<file path="src/logic/pts_map.svh">
`ifndef PTS_MAP_SVH
`define PTS_MAP_SVH

// register offsets
`define PTS_OFS_FLAGS       8'h0C
`define PTS_OFS_COUNT       8'h11
`define PTS_OFS_CONTROL     8'h12
`define PTS_OFS_ENABLES     8'h8C
`define PTS_OFS_PERIOD      8'h92

// reset values
`define PTS_RST_COUNT       8'h00
`define PTS_RST_CONTROL     7'h00
`define PTS_RST_PERIOD      8'hFF

// field positions
`define PTS_BIT_MATCH_FLAG  1
`define PTS_BIT_RUN         2
`define PTS_CKPS_LSB        0
`define PTS_CKPS_MSB        1
`define PTS_OUTPS_LSB       3
`define PTS_OUTPS_MSB       6

// timing: oscillator clocks per instruction clock, prescaler terminal counts
`define PTS_OSC_PER_INSTR   4
`define PTS_PRE_TERM_1      4'h0
`define PTS_PRE_TERM_4      4'h3
`define PTS_PRE_TERM_16     4'hF

`endif

</file>
<file path="src/logic/pts_pkg.sv">
`default_nettype none
package pts_pkg;

  // instruction clock phases, gray coded so one bit moves per clock
  typedef enum logic [1:0] {
    PTS_PH_Q1 = 2'b00,
    PTS_PH_Q2 = 2'b01,
    PTS_PH_Q3 = 2'b11,
    PTS_PH_Q4 = 2'b10
  } pts_phase_t;

  typedef logic [7:0] pts_byte_t;

endpackage
`default_nettype wire

</file>
<file path="src/logic/pts_scl_if.sv">
`timescale 1ns/1ps
`default_nettype none
interface pts_scl_if;
  logic       instr_tick;
  logic       run;
  logic       clr;
  logic [1:0] ckps;
  logic [3:0] outps;
  logic       match;
  logic       inc_tick;
  logic       post_tick;

  modport core (
    output instr_tick,
    output run,
    output clr,
    output ckps,
    output outps,
    output match,
    input  inc_tick,
    input  post_tick
  );

  modport scaler (
    input  instr_tick,
    input  run,
    input  clr,
    input  ckps,
    input  outps,
    input  match,
    output inc_tick,
    output post_tick
  );
endinterface
`default_nettype wire

</file>
<file path="src/logic/pts_scaler.sv">
`timescale 1ns/1ps
`default_nettype none
`include "pts_map.svh"
module pts_scaler
  import pts_pkg::*;
(
  input  wire logic clk,
  input  wire logic nrst,
  pts_scl_if.scaler s
);

  logic [3:0] pre_cnt_r;
  logic [3:0] pre_cnt_nxt;
  logic [3:0] post_cnt_r;
  logic [3:0] post_cnt_nxt;
  wire  [3:0] pre_term;
  wire        pre_hit;
  wire        pre_step;
  wire        post_hit;

  // 1x selects sixteen whatever the low bit holds
  assign pre_term = s.ckps[1] ? `PTS_PRE_TERM_16 :
                    (s.ckps[0] ? `PTS_PRE_TERM_4 : `PTS_PRE_TERM_1); // RQ3
  assign pre_step = s.instr_tick & s.run; // RQ8
  assign pre_hit  = pre_cnt_r == pre_term;
  assign s.inc_tick = pre_step & pre_hit; // RQ2

  // postscale is select plus one
  assign post_hit  = post_cnt_r == s.outps; // RQ7
  assign s.post_tick = s.match & post_hit; // RQ6

  assign pre_cnt_nxt  = s.clr ? 4'h0 :
                        (pre_step ? (pre_hit ? 4'h0 : pre_cnt_r + 4'h1) : pre_cnt_r); // RQ9 RQ10
  assign post_cnt_nxt = s.clr ? 4'h0 :
                        (s.match ? (post_hit ? 4'h0 : post_cnt_r + 4'h1) : post_cnt_r);

  always_ff @(posedge clk or negedge nrst) begin
    if (!nrst) begin
      pre_cnt_r  <= 4'h0; // RQ11
      post_cnt_r <= 4'h0; // RQ11
    end else begin
      pre_cnt_r  <= pre_cnt_nxt;
      post_cnt_r <= post_cnt_nxt;
    end
  end

endmodule
`default_nettype wire

</file>
<file path="src/logic/pts_timer.sv">
// The strobed register port was chosen for this implementation.
`timescale 1ns/1ps
`default_nettype none
`include "pts_map.svh"
// Operation
// RQ1 - count register readable, writable, reset zero
// RQ2 - input is instruction clock via prescaler
// RQ3 - divide select: 00 one, 01 four, 1x sixteen
// RQ4 - count up to period, then wrap, pulse
// RQ5 - period register read/write, resets to all ones
// RQ6 - postscaler output latches match event flag
// RQ7 - postscale ratio is select value plus one
// RQ8 - count only while run bit set
// RQ9 - count write clears both scaler counters
// RQ10 - control write clears both scaler counters
// RQ11 - every reset clears both scaler counters
// RQ12 - control write keeps count value
// RQ13 - unscaled match pulse goes to serial port
// RQ14 - count and match feed pwm time base
// RQ15 - control bit seven reads zero, reset zero
// RQ16 - flag sticky; interrupt when flag and enable
// RQ17 - control settings act next instruction cycle
module pts_timer
  import pts_pkg::*;
(
  input  wire logic       clk,
  input  wire logic       nrst,
  input  wire logic [7:0] addr,
  input  wire logic [7:0] wdata,
  input  wire logic       wr,
  input  wire logic       rd,
  output logic      [7:0] rdata,
  output logic            irq,
  output logic            ssp_match_pulse,
  output logic      [7:0] pwm_count,
  output logic      [7:0] pwm_period,
  output logic            pwm_match
);

  pts_scl_if scl ();

  pts_phase_t phase_r;
  pts_phase_t phase_nxt;
  pts_byte_t  count_r;
  pts_byte_t  count_nxt;
  pts_byte_t  period_r;
  logic [6:0] control_r;
  logic       flag_r;
  logic       flag_nxt;
  logic       enable_r;
  logic       match_r;
  pts_byte_t  rdata_r;
  pts_byte_t  rdata_nxt;

  wire        sel_flags;
  wire        sel_count;
  wire        sel_control;
  wire        sel_enables;
  wire        sel_period;
  wire        wr_count;
  wire        wr_control;
  wire        wr_enables;
  wire        wr_period;
  wire        rd_flags;
  wire        at_period;
  wire        match_now;
  pts_byte_t  flags_view;
  pts_byte_t  enables_view;
  pts_byte_t  control_view;
  pts_byte_t  read_mux;

  function automatic logic hit(input logic [7:0] a, input logic [7:0] ofs);
    hit = a == ofs;
  endfunction

  function automatic pts_byte_t bit_at(input logic v, input int pos);
    pts_byte_t b;
    b = 8'h00;
    b[pos[2:0]] = v;
    bit_at = b;
  endfunction

  // address decode
  assign sel_flags   = hit(addr, `PTS_OFS_FLAGS);
  assign sel_count   = hit(addr, `PTS_OFS_COUNT);
  assign sel_control = hit(addr, `PTS_OFS_CONTROL);
  assign sel_enables = hit(addr, `PTS_OFS_ENABLES);
  assign sel_period  = hit(addr, `PTS_OFS_PERIOD);

  assign wr_count   = wr & sel_count;
  assign wr_control = wr & sel_control;
  assign wr_enables = wr & sel_enables;
  assign wr_period  = wr & sel_period;
  assign rd_flags   = rd & sel_flags;

  // instruction clock: one enable pulse every fourth oscillator clock
  always_comb begin
    case (phase_r)
      PTS_PH_Q1: phase_nxt = PTS_PH_Q2;
      PTS_PH_Q2: phase_nxt = PTS_PH_Q3;
      PTS_PH_Q3: phase_nxt = PTS_PH_Q4;
      PTS_PH_Q4: phase_nxt = PTS_PH_Q1;
      default:   phase_nxt = PTS_PH_Q1;
    endcase
  end

  always_ff @(posedge clk or negedge nrst) begin
    if (!nrst) begin
      phase_r <= PTS_PH_Q1;
    end else begin
      phase_r <= phase_nxt;
    end
  end

  // scaler hookup; settings come straight from the control flops, so a
  // write lands one clock later and the next instruction tick sees it
  assign scl.instr_tick = phase_r == PTS_PH_Q4; // RQ2
  assign scl.run        = control_r[`PTS_BIT_RUN]; // RQ8 RQ17
  assign scl.ckps       = control_r[`PTS_CKPS_MSB:`PTS_CKPS_LSB]; // RQ17
  assign scl.outps      = control_r[`PTS_OUTPS_MSB:`PTS_OUTPS_LSB]; // RQ17
  assign scl.clr        = wr_count | wr_control; // RQ9 RQ10
  assign scl.match      = match_now;

  pts_scaler u_scaler (
    .clk  (clk),
    .nrst (nrst),
    .s    (scl.scaler)
  );

  // counter; a software write beats a coincident increment
  assign at_period = count_r == period_r;
  assign match_now = scl.inc_tick & at_period & ~wr_count; // RQ4

  always_comb begin
    count_nxt = count_r;
    if (wr_count) begin
      count_nxt = wdata; // RQ1
    end else if (scl.inc_tick) begin
      if (at_period) begin
        count_nxt = 8'h00; // RQ4
      end else begin
        count_nxt = count_r + 8'h01; // RQ4
      end
    end
  end

  always_ff @(posedge clk or negedge nrst) begin
    if (!nrst) begin
      count_r <= `PTS_RST_COUNT; // RQ1
      match_r <= 1'b0;
    end else begin
      count_r <= count_nxt; // RQ12
      match_r <= match_now;
    end
  end

  // period and control registers
  always_ff @(posedge clk or negedge nrst) begin
    if (!nrst) begin
      period_r  <= `PTS_RST_PERIOD; // RQ5
      control_r <= `PTS_RST_CONTROL; // RQ15
    end else begin
      if (wr_period) begin
        period_r <= wdata; // RQ5
      end
      if (wr_control) begin
        control_r <= wdata[6:0]; // RQ15
      end
    end
  end

  // sticky flag: reading the flags clears it, but a new event wins
  assign flag_nxt = scl.post_tick | (flag_r & ~rd_flags); // RQ6 RQ16

  always_ff @(posedge clk or negedge nrst) begin
    if (!nrst) begin
      flag_r   <= 1'b0;
      enable_r <= 1'b0;
    end else begin
      flag_r <= flag_nxt; // RQ16
      if (wr_enables) begin
        enable_r <= wdata[`PTS_BIT_MATCH_FLAG];
      end
    end
  end

  assign irq = flag_r & enable_r; // RQ16

  // read path; unmapped addresses and idle cycles return zero
  assign flags_view   = bit_at(flag_r, `PTS_BIT_MATCH_FLAG);
  assign enables_view = bit_at(enable_r, `PTS_BIT_MATCH_FLAG);
  assign control_view = {1'b0, control_r}; // RQ15

  assign read_mux = sel_flags   ? flags_view   :
                    sel_count   ? count_r      :
                    sel_control ? control_view :
                    sel_enables ? enables_view :
                    sel_period  ? period_r     : 8'h00;

  assign rdata_nxt = rd ? read_mux : 8'h00;

  always_ff @(posedge clk or negedge nrst) begin
    if (!nrst) begin
      rdata_r <= 8'h00;
    end else begin
      rdata_r <= rdata_nxt;
    end
  end

  assign rdata = rdata_r;

  // consumers outside: the serial port takes the unscaled match, the
  // pwm unit takes count, period and the same match
  assign ssp_match_pulse = match_r; // RQ13
  assign pwm_count       = count_r; // RQ14
  assign pwm_period      = period_r; // RQ14
  assign pwm_match       = match_r; // RQ14

endmodule
`default_nettype wire

</file>
<file path="config.mk">
export PLATFORM = sky130hd
export DESIGN_NAME = pts_timer
export DESIGN_NICKNAME = d
export VERILOG_FILES = /design/src/logic/pts_pkg.sv /design/src/logic/pts_scl_if.sv /design/src/logic/pts_scaler.sv /design/src/logic/pts_timer.sv
export VERILOG_INCLUDE_DIRS = /design/src /design/src/logic
export SDC_FILE = /design/constraint.sdc
export NUM_CORES = 1
export LEC_CHECK = 0
export ABC_CLOCK_PERIOD_IN_PS = 2600
export BUFFER_PORTS_ARGS = -buffer_cell sky130_fd_sc_hd__buf_2
export CAP_MARGIN = 20
export CORE_MARGIN = 4
export CORE_UTILIZATION = 45
export CTS_BUF_LIST = sky130_fd_sc_hd__clkbuf_8
export DETAILED_ROUTE_END_ITERATION = 8
export GPL_TIMING_DRIVEN = 0
export PLACE_DENSITY = 0.77
export SLEW_MARGIN = 20
export SYNTH_ARGS = -nofsm -noshare
export SYNTH_HDL_FRONTEND = slang
export SYNTH_SLANG_ARGS = --single-unit
</file>
<file path="constraint.sdc">
create_clock -name clk -period 2.6 [get_ports clk]
set_input_delay 0.13 -clock clk [delete_from_list [all_inputs] [get_ports clk]]
set_output_delay 0.13 -clock clk [all_outputs]
set_load 0.03 [all_outputs]
</file>
After elaboration in Yosys (flattened, before gate mapping)

Index checks and enable logic that the tools add are counted.
W data, S select, Z words.

Add/subtract/negate cells: 3
Equality and inequality tests: 11
Mux-type cells: 18
Bitwise logic cells: 16
Reduce and logical (&&, ||, !) cells: 4

Operators with widths:

| operator              | count |
|---|---|
| $mux W8               | 9 |
| $mux W4               | 7 |
| $eq A8 B5 Y1 const B  | 2 |
| $eq A8 B8 Y1 const B  | 2 |
| $and A1 B1 Y1         | 12 |
| $add A4 B1 Y4 const B | 2 |
| $add A8 B1 Y8 const B | 1 |
| $eq A4 B4 Y1          | 2 |
| $eq A8 B4 Y1 const B  | 1 |
| $eq A8 B8 Y1          | 1 |
| $pmux W2 S4           | 1 |
| $reduce_bool A2 Y1    | 3 |
| $eq A2 B2 Y1 const B  | 2 |
| $eq A2 B1 Y1 const B  | 1 |
| $logic_not A2 Y1      | 1 |
| $mux W2               | 1 |
| $not A1 Y1            | 2 |
| $or A1 B1 Y1          | 2 |

Register bits after elaboration: 44
Input port bits: 20
Output and inout bits: 27
Logic and storage cells: 62

Longest topological paths before layout

Gate-level depths: netlist of run 1.

Depth after elaboration: 8
Gate-level depth with buffers: 7

By module

A second synthesis of run 1 with hierarchy kept.

Cells, all modules: 236
Area, all modules: 2439.8 sq um

Modules (own cells, without submodules):

| module     | times used | cells an instance | area each (sq um) | seq. area each (sq um) |
|---|---|---|---|---|
| pts_timer  | 1          | 178               | 1911.8            | 910.9 |
| pts_scaler | 1          | 58                | 528.0             | 200.2 |

Least setup slack after synthesis of run 1

No wires, ideal clock.

Path kind: reg-to-reg
Start point: register period_r[2] (netlist: pwm_period[2])
End point: register u_scaler.post_cnt_r[0]
Arrival: 1.910 ns
Setup slack: 0.613 ns
Stages on the path, launching flop included: 6
Buffers on the path: 0
Clock period less this slack: 1.987 ns
Cell sequence: dfstp_2 xor2_1 nor4_4 nand2_2 or4_1 a21oi_1

Cells in the longest elaborated chain, start to end: 4

Ends and longest elaborated chain:

| item                         | RTL line         | source |
|---|---|---|
| start, declared              | pts_timer.sv:46  | `pts_byte_t period_r;` |
| start signal, assigned       | pts_timer.sv:160 | `` period_r <= `PTS_RST_PERIOD; `` |
| start signal, assigned       | pts_timer.sv:164 | `period_r <= wdata;` |
| $eq A8 B8 Y1                 | pts_timer.sv:131 | `assign at_period = count_r == period_r;` |
| $and A1 B1 Y1 (2 in series)  | pts_timer.sv:132 | `assign match_now = scl.inc_tick & at_period & ~wr_count;` |
| $reduce_bool A2 Y1 (no line) | --               |  |
| end signal, assigned         | pts_scaler.sv:43 | `post_cnt_r <= post_cnt_nxt;` |
| end, declared                | pts_scaler.sv:14 | `logic [3:0] post_cnt_r;` |

Every way passes these cells.
A chain may end at the register's enable or synchronous reset.

Worst setup path in the final report of run 1

Start point: register count_r[3] (netlist: pwm_count[3])
End point: register u_scaler.post_cnt_r[1]

Cells in the longest elaborated chain, start to end: 4

Ends and longest elaborated chain:

| item                         | RTL line         | source |
|---|---|---|
| start, declared              | pts_timer.sv:44  | `pts_byte_t count_r;` |
| start signal, assigned       | pts_timer.sv:149 | `` count_r <= `PTS_RST_COUNT; `` |
| start signal, assigned       | pts_timer.sv:152 | `count_r <= count_nxt;` |
| $eq A8 B8 Y1                 | pts_timer.sv:131 |  |
| $and A1 B1 Y1 (2 in series)  | pts_timer.sv:132 |  |
| $reduce_bool A2 Y1 (no line) | --               |  |

Every way passes these cells.

==> results.yml, run 1 <==
final_layout:
  design_area_sq_mm: 0.002835
  drive_gt1_share_pct: 31.14
  final_cell_mix: "buf_2 (46), dfrtp_1 (36), nor2_1 (24)"
  fill_cells: 455
  syn2layout_area_growth_pct: 18.27
  fin_nets: 311
  final_common_cell: "buf_2"
  antenna_cells: 0
placement:
  place.detailed.hpwl_um: 4206
  io_buffer_count: 46
  place_congestion: 0.8676
  placed_cell_area_sq_mm: 0.002715
cts:
  clock-root-buffer: "clkbuf_8"
  clock_path_buffers: 2
  clock_latency_ns: 0.30
  h-tree-depth: 2
  path_clk_slew_ns: 0.08
  cts_buffers: 5
  cts_sinks: 44
  ctsHoldBuffers: 0
  post_cts_buffers: 0
  cts_tree: "built"
  cts_resized: 0
timing:
  finalSetupTns_ns: 0
  fmax_ghz: 0.4829
  tightest_slew_ns: 0.9436
  max-slew-margin-rel_pct: 36.51
  finalSetupViolations: 0
  hold_viol_final: 0
  min_period_ns: 2.071
  rsz0062_at_grt: "false"
  clock_skew_ns: 0.009953
  period_share_pct: 79.64
  drv_slew: 0
routing:
  num_vias: 2048
  wl_um: 5779
  detail-route-antenna-nets: 0
  vias_per_cell: 5.705
  drc: 0
  wire_per_inst_um: 16.10
  detail_route.iter0.violations: 227
  first_pass_iters: 5
floorplan:
  core_area_sq_mm: 0.005140
  std_cell_rows: 26
  die_y_um: 80.99
  start_util_pct: 46.64
  io_pins: 47
  chipWidth_um: 80.99
  dieArea_sq_mm: 0.006559
yosys:
  postSynthNetCount: 257
  yosys_warnings: 0
  synthAdderAreaFrac_pct: 1.566
  ys_types: 46
  synth_cells: 234
  synth-main-ff-cell: "dfrtp_1"
  synthSimpleGateAreaFrac_pct: 20.98
  synth-seq-cells: 44
  avgSynthCellArea_sq_um: 10.24
  ys_seq_area_share_pct: 46.35
  netlist_area_sq_mm: 0.002397
  synth_top_family_by_area: "simple AND/OR/NAND/NOR gates"
  synth_compound_area_share_pct: 12.68
  synthMuxAreaShare_pct: 10.75
  async_reset_ff_share_pct: 100.0
  synth_edf_count: 0
  synth_xor_area_share_pct: 5.115
setup_path:
  critPathKind: "reg2reg"
  worst_setup_path_end_kind: "flip-flop"
  path_max_fanout: 8
  startpoint_type: "flip-flop"
  critPathRequiredTime_ns: 2.81
  crit_arrival_ns: 2.28
run:
  cap_violations: 0
global_routing:
  grt_pass1_vias: 1968
  antenna_found_initial: 0
  grt_pass1_wl_um: 9660
  grt_max_degree: 45
  grt.overflow.total: 0
  grt_use_total_pct: 19.12
power_and_ir_drop:
  p_per_area_mw_per_mm2: 542.7
  p_leak_nw: 1.328
  vdd_drop_max_v: 0.0002570
run_status:
  outcome: "completed"
hold_path:
  hold_path_class: "in2reg"
==> per-stage QoR <==
| stage | instances | total power, mW | util [%] | hold slack (ns) | setup slack, ns |
|---|---|---|---|---|---|
| after floorplan | 234 | 0.9516 | - | -0.1656 | 0.6127 |
| after global placement | 350 | 1.029 | 52.82 | 0.3344 | 0.5877 |
| after detailed placement | 350 | 1.041 | 52.82 | 0.3413 | 0.5539 |
| after CTS | 358 | 1.551 | 54.92 | 0.02066 | 0.5320 |
| after global routing | 359 | 1.622 | 55.16 | 0.07817 | 0.3562 |
| final | 359 | 1.539 | 55.16 | 0.08162 | 0.5293 |
==> sequential cells by signal, indices dropped and copies added, names as in the netlist <==
register	count
pwm_count	8
pwm_period	8
rdata	8
control_r	7
u_scaler.post_cnt_r	4
u_scaler.pre_cnt_r	4
phase_r	2
enable_r	1
flag_r	1
pwm_match	1
==> critical path, cell delays in order, from the launching register on <==
cell and delay (ns):
dfrtp_1 0.49, xor2_1 0.21, nor4_4 0.43, nand2_2 0.19, or4_1 0.53, a21oi_1 0.15
==> report_power, final <==
part / leakage, nW / switching (mW) / internal, mW
sequential: 0.522 / 0.0599 / 0.735
combinational: 0.747 / 0.140 / 0.0966
clock: 0.0593 / 0.225 / 0.281
total: 1.33 / 0.425 / 1.11
==> metal layers <==
metal	GRT usage, %	vias to the layer above	part of all wire (%)	routed length, um
li1	-	970	-	-
met1	25.77	995	42	2414
met2	30.13	71	49	2803
met3	3.659	12	6.9	397
met4	7.939	0	2.8	164
met5	0	-	0	0
==> cell usage after synthesis, types with 2 or more instances <==
cell | n | area [sq um]
clkbuf_1 | 8 | 30.03
inv_1 | 4 | 15.01
nand4b_1 | 3 | 26.28
dfrtp_1 | 36 | 900.9
nor3_1 | 6 | 30.03
nor3b_1 | 2 | 15.01
a31oi_1 | 7 | 43.79
ha_1 | 3 | 37.54
nand2_1 | 13 | 48.80
and2_1 | 2 | 12.51
nand3_1 | 8 | 40.04
and3b_1 | 2 | 17.52
nor2b_1 | 3 | 18.77
mux2_2 | 22 | 247.7
xor2_1 | 14 | 122.6
o21ai_0 | 11 | 55.05
nor2_1 | 24 | 90.09
nand3b_1 | 3 | 22.52
a32oi_1 | 3 | 26.28
or3_1 | 3 | 18.77
or4_1 | 2 | 15.01
a22oi_1 | 7 | 52.55
a21oi_1 | 9 | 45.04
nor4_4 | 2 | 42.54
and4_1 | 2 | 17.52
dfstp_2 | 8 | 210.2
nand2b_1 | 2 | 12.51
o32ai_1 | 2 | 17.52
o211ai_1 | 2 | 15.01
and3_1 | 5 | 31.28
==> cell type report <==
cell class	instances	area, sq um	share of cell area (%)
clock inverters	3	38.79	1.368
flip-flops and latches	44	1111	39.19
clock buffers	5	68.82	2.427
plain buffers	11	46.29	1.633
repair buffers	47	242.7	8.561
inverters	4	15.01	0.5296
well taps	70	87.58	3.089
multi-input cells	175	1225	43.20
==> path summary, 6_finish.rpt <==
path | cells after the start | to | from | slack (ns)
worst max-delay path | 5 | u_scaler.post_cnt_r[1]$_DFFE_PN0P_ | pwm_count[3]$_DFFE_PN0P_ | 0.53
worst min register to register | 1 | phase_r[0]$_DFF_PN0_ | phase_r[1]$_DFF_PN0_ | 0.44
max in group asynchronous | 2 | pwm_period[7]$_DFFE_PN1P_ | nrst | 1.85
worst min-delay path | 2 | rdata[1]$_DFF_PN0_ | rd | 0.08
min in group asynchronous | 2 | u_scaler.post_cnt_r[0]$_DFFE_PN0P_ | nrst | 0.37
worst max register to register | 5 | u_scaler.post_cnt_r[1]$_DFFE_PN0P_ | pwm_count[3]$_DFFE_PN0P_ | 0.53
==> kinds of logic (layout without fill, tap and decap cells) <==
group / count (synthesis) / count (layout)
muxes: 23 / 23
adders and majority gates: 3 / 3
DFF: 44 / 44
xor gates and xnor gates: 14 / 14
buffers and inverters: 15 / 70
AOI/OAI and AO/OA: 47 / 47
and+or+nand+nor: 88 / 88
No activity file was read; power rests on OpenSTA's default activity.
==> inputs of run 2 (changes only) <==
Settings changed: ABC_AREA set to 1, ABC_CLOCK_PERIOD_IN_PS 2600 to 2120.
Clock period 2.6 ns to 2.12 ns, I/O delays scaled along.
==> results.yml, run 2 <==
run_status:
  outcome: "completed"
final_layout:
  multi_input_area_sq_mm: 0.001214
  final_cell_mix: "nand2_1 (108), buf_2 (48), inv_1 (47)"
  final_common_cell: "nand2_1"
  fin_nets: 435
  seq_area_sq_mm: 0.001111
  antenna_cells: 0
  drive_gt1_share_pct: 22.76
  design_area_sq_mm: 0.003077
  syn2layout_area_growth_pct: 16.71
  fill_cells: 534
setup_path:
  critPathKind: "reg2reg"
  startpoint_type: "flip-flop"
  worst_setup_path_end_kind: "flip-flop"
  path_max_fanout: 9
  critPathRequiredTime_ns: 2.36
  crit_start: "pwm_count[3]$_DFFE_PN0P_"
  crit_arrival_ns: 1.77
  timing.rr.start: "pwm_count[3]$_DFFE_PN0P_"
timing:
  clock_skew_ns: 0.009640
  drv_slew: 0
  fmax_ghz: 0.6498
  min_period_ns: 1.539
  finalSetupViolations: 0
  period_share_pct: 72.59
  rsz0062_at_grt: "false"
  whs_ns: 0.02744
  tightest_slew_ns: 0.5407
  max-slew-margin-rel_pct: 63.95
  finalSetupTns_ns: 0
  hold_viol_final: 0
floorplan:
  io_pins: 47
  chipWidth_um: 84.54
  start_util_pct: 47.01
  core_area_sq_mm: 0.005608
  die_y_um: 84.54
  dieArea_sq_mm: 0.007147
  std_cell_rows: 27
global_routing:
  grt_pass1_vias: 2208
  use_met3_pct: 3.925
  grt_max_degree: 45
  grt_pass1_wl_um: 10140
  grt_use_total_pct: 17.50
  grtUsageMet1_pct: 21.88
  grt.overflow.total: 0
  antenna_found_initial: 0
  busiest_layer: "met2"
  grtUsageMet2_pct: 29.75
yosys:
  yosysTopAreaCell: "dfrtp_1"
  synth-seq-cells: 44
  yosys_warnings: 0
  avgSynthCellArea_sq_um: 7.364
  synth_cells: 358
  netlist_area_sq_mm: 0.002636
  yosysMostFrequentCell: "nand2_1"
  netlist.area_leader.share_pct: 34.17
  postSynthNetCount: 381
  synth_edf_count: 0
  async_reset_ff_share_pct: 100.0
  ys_types: 31
  synthTopCellsByArea: "dfrtp_1 (34%), nand2_1 (15%), dfstp_2 (8.0%)"
  synth_commonest_cells: "nand2_1 (108), inv_1 (46), dfrtp_1 (36), nand3_1 (30), o21ai_0 (25)"
  ys_seq_area_share_pct: 42.15
  synth-main-ff-cell: "dfrtp_1"
cts:
  clock-root-buffer: "clkbuf_8"
  clock_latency_ns: 0.30
  cts_resized: 0
  h-tree-depth: 2
  cts_tree: "built"
  clock_path_buffers: 2
  cts_sinks: 44
  cts_buffers: 5
  path_clk_slew_ns: 0.09
power_and_ir_drop:
  vdd_drop_max_v: 0.0004615
  p_seq_share_pct: 44.0
  internal-power_mw: 1.544
  clockPowerShare_pct: 25.9
  p_per_area_mw_per_mm2: 789.3
  p_leak_nw: 1.709
  p_comb_share_pct: 30.2
  p_switching_mw: 0.8844
  swShare_pct: 36.41
  finalPower_mw: 2.429
hold_path:
  hold_path_class: "in2reg"
  min_from: "wdata[5]"
routing:
  drc: 0
  first_pass_iters: 4
  num_vias: 2394
  wire_per_inst_um: 12.53
  detail-route-antenna-nets: 0
  wl_um: 6075
  detail_route.iter0.violations: 180
  vias_per_cell: 4.936
placement:
  placed_cell_area_sq_mm: 0.002957
  place.detailed.hpwl_um: 4770
  io_buffer_count: 46
  place_congestion: 0.8999
run:
  cap_violations: 0
-- run 2: worst paths after layout --
check / to / slack, ns / cells after the start
max: flag_r$_DFF_PN0_ / 0.58 / 8
min: pwm_period[5]$_DFFE_PN1P_ / 0.03 / 3
max reg2reg: flag_r$_DFF_PN0_ / 0.58 / 8
min reg2reg: phase_r[0]$_DFF_PN0_ / 0.43 / 1
max in group asynchronous: pwm_period[3]$_DFFE_PN1P_ / 1.40 / 2
min in group asynchronous: rdata[7]$_DFF_PN0_ / 0.33 / 2
-- run 2: critical path: stages, from the launching register on --
cell and delay [ns]:
dfrtp_1 0.38, buf_2 0.17, xnor2_1 0.17, nand2_1 0.11, nor2_4 0.15, nand2_4 0.11, nor2_4 0.15, nand3_1 0.14
nand2_1 0.09
-- run 2: area by class of cell --
class	count	share of cell area (%)
Multi-Input combinational cell	241	39.45
Tap cell	72	2.928
Buffer	9	2.074
Inverter	64	8.052
Clock inverter	3	1.261
Clock buffer	5	2.237
Sequential cell	44	36.11
Timing Repair Buffer	47	7.889
-- run 2: cells by family after synthesis --
group	Yosys count	synth area share [%]
adder cells (fa/ha/maj)	3	1.424
buffers and inverters	73	11.82
AO/OA/AOI/OAI	36	7.024
flip-flops	44	42.15
AND/OR/NAND/NOR	191	33.93
XOR/XNOR	11	3.654
-- run 2: power groups by stage --
stage	Combinational, mW	Sequential [mW]	Clock [mW]
final	0.732	1.07	0.629
after CTS	0.737	1.07	0.645
after floorplan	0.434	1.17	0
after detailed placement	0.733	1.08	0
after global routing	0.813	1.08	0.678
after global placement	0.709	1.07	0
-- run 2: metal layers --
layer,part of all wire (%),vias to the layer above
li1,-,1227
met1,43,1093
met2,49,59
met3,5.5,15
met4,2.9,0
met5,0,-
-- run 2: through the flow --
stage / utilization [%] / std cells / worst slack (ns)
5_1_grt: 54.86 / 485 / 0.4724
6_report: 54.86 / 485 / 0.5811
2_1_floorplan: - / 358 / 0.6591
3_5_place_dp: 52.72 / 476 / 0.5999
4_1_cts: 54.82 / 485 / 0.5784
3_3_place_gp: 52.72 / 476 / 0.6132
-- run 2: timing repair --
item                      CTS  global route
hold buffers                1             0
setup buffers               0             0
hold endpoints to repair   20             0
==> inputs of run 3 (changes only) <==
Settings changed: ABC_AREA 1 to 0, ABC_CLOCK_PERIOD_IN_PS 2120 to 1300, PLACE_DENSITY 0.77 to 0.8.
Clock period 2.12 ns to 1.3 ns, I/O delays scaled along.
==> results.yml, run 3 (synthesis results as in run 1) <==
setup_path:
  path_max_fanout: 5
  r2r_setup_slack_ns: -0.60
  critPathRequiredTime_ns: 1.53
  critPathKind: "reg2reg"
  reg2reg_depth: 5
  timing.rr.start: "pwm_period[1]$_DFFE_PN1P_"
  startpoint_type: "flip-flop"
  slowest_stage: "dfstp_2"
  crit_arrival_ns: 2.13
  r2r-end: "u_scaler.post_cnt_r[1]$_DFFE_PN0P_"
  cp_cell_sequence: "xor2_2 -> nor4_4 -> nand2_2 -> or4_4 -> a21oi_2"
  worst_setup_path_end_kind: "flip-flop"
  slowest_delay_ns: 0.57
run_status:
  outcome: "complete, but fails checks"
  violations: "setup timing"
floorplan:
  die_y_um: 80.99
  io_pins: 47
  dieArea_sq_mm: 0.006559
  start_util_pct: 46.64
  chipWidth_um: 80.99
  core_area_sq_mm: 0.005140
  std_cell_rows: 26
routing:
  drc: 0
  detail-route-antenna-nets: 0
  wire_per_inst_um: 16.53
  vias_per_cell: 5.792
  wl_um: 6263
  num_vias: 2195
  detail_route.iter0.violations: 301
  first_pass_iters: 4
power_and_ir_drop:
  p_leak_nw: 1.458
  finalPower_mw: 2.989
  p_per_area_mw_per_mm2: 954.8
  vdd_drop_max_v: 0.0005002
hold_path:
  holdPathStages: 2
  min_from: "rd"
  hold_path_class: "in2reg"
  min_to: "rdata[1]$_DFF_PN0_"
cts:
  cts_tree: "built"
  clock_path_buffers: 2
  clock-root-buffer: "clkbuf_8"
  cts_buffers: 5
  path_clk_slew_ns: 0.09
  cts_sinks: 44
  h-tree-depth: 2
  clock_latency_ns: 0.30
global_routing:
  grt_max_degree: 45
  antenna_found_initial: 0
  grt_use_total_pct: 19.68
  grt_pass1_vias: 2143
  grt_pass1_wl_um: 10050
  grt.overflow.total: 0
final_layout:
  fin_nets: 331
  final_common_cell: "buf_2"
  syn2layout_area_growth_pct: 30.58
  drive_gt1_share_pct: 47.90
  final_cell_mix: "buf_2 (46), dfrtp_1 (27), nor2_1 (22), mux2_2 (22), buf_4 (21)"
  antenna_cells: 0
  design_area_sq_mm: 0.003131
placement:
  placed_cell_area_sq_mm: 0.002764
  place.detailed.hpwl_um: 4144
  io_buffer_count: 46
  place_congestion: 0.8734
timing:
  drv_slew: 0
  max-slew-margin-rel_pct: 45.90
  rsz0062_at_grt: "true"
  period_share_pct: 146.5
  min_period_ns: 1.904
  whs_ns: 0.01510
  fmax_ghz: 0.5252
  clock_skew_ns: 0.004476
  finalSetupViolations: 15
  hold_viol_final: 0
  tightest_slew_ns: 0.8048
  fin_ws_ns: -0.6039
run:
  cap_violations: 0
[run 3: changes by cell type in the layout (fill, tap and decap cells not counted), sizes merged, moves of 7 or more]
cell,before,now
nand2,111,14
inv,56,5
nand3,33,8
mux2,0,22
o21ai,33,12
nand4,17,1
buf,54,69
clkinv,10,1
xor2,5,14
a21oi,1,9
a22oi,0,7
a31oi,0,7
clkbuf,6,13
[run 3: layout make-up]
type | count | area, sq um
inverter | 4 | 15.01
fill | 441 | 2009
tap | 70 | 87.58
multi-input combinational | 175 | 1349
clock buffer | 5 | 68.82
clock inverter | 3 | 16.27
buffer | 9 | 62.56
sequential | 44 | 1122
timing repair buffer | 69 | 409.1
[run 3: stage by stage]
step                setup TNS [ns]  std cells  setup slack [ns]  util (%)
global route                -8.961        379           -0.6604     60.91
floorplan                   -6.584        234           -0.6486         -
global placement            -14.74        350           -0.6759     53.77
detailed placement          -15.81        350           -0.6846     53.77
CTS                         -6.775        372           -0.5439     58.33
finish                      -7.796        379           -0.6039     60.91
[run 3: worst max-delay path by stage]
stage | cells past startpoint | endpoint | start | slack (ns)
finish | 5 | u_scaler.post_cnt_r[1]$_DFFE_PN0P_ | pwm_period[1]$_DFFE_PN1P_ | -0.60
global route | 5 | u_scaler.post_cnt_r[1]$_DFFE_PN0P_ | pwm_period[1]$_DFFE_PN1P_ | -0.66
CTS | 5 | u_scaler.post_cnt_r[1]$_DFFE_PN0P_ | pwm_period[2]$_DFFE_PN1P_ | -0.54
detailed placement | 5 | u_scaler.post_cnt_r[0]$_DFFE_PN0P_ | pwm_count[4]$_DFFE_PN0P_ | -0.68
global placement | 5 | u_scaler.post_cnt_r[1]$_DFFE_PN0P_ | pwm_count[1]$_DFFE_PN0P_ | -0.68
floorplan | 5 | u_scaler.post_cnt_r[0]$_DFFE_PN0P_ | pwm_period[6]$_DFFE_PN1P_ | -0.65
[run 3: what timing repair did]
action | 4_1_cts | 5_1_grt
setup buffers | 14 | 8
resized for setup | 10 | 25
hold buffers | 1 | 0
endpoints found under the hold margin | 36 | 0
setup endpoints to repair | 24 | 29
pin swaps | 6 | 5
[run 3: worst max-delay path: cells and delay by family, from the launching register on]
family | cells | cell delay, ns
XOR/XNOR | 1 | 0.09
flip-flops | 1 | 0.57
AO/OA/AOI/OAI | 1 | 0.12
AND/OR/NAND/NOR | 3 | 1.04
[run 3: routing by layer]
layer  wire length [um]  GRT usage [%]
met5                  0              0
met4                100          8.108
met3                374          4.102
met2               3145          32.35
met1               2643          25.16
[run 3: power breakdown]
part	internal, mW	switching (mW)	leakage, nW	total (mW)
Sequential	1.48	0.130	0.515	1.61
Combinational	0.221	0.307	0.897	0.528
Clock	0.368	0.486	0.0453	0.855
Total	2.07	0.923	1.46	2.99
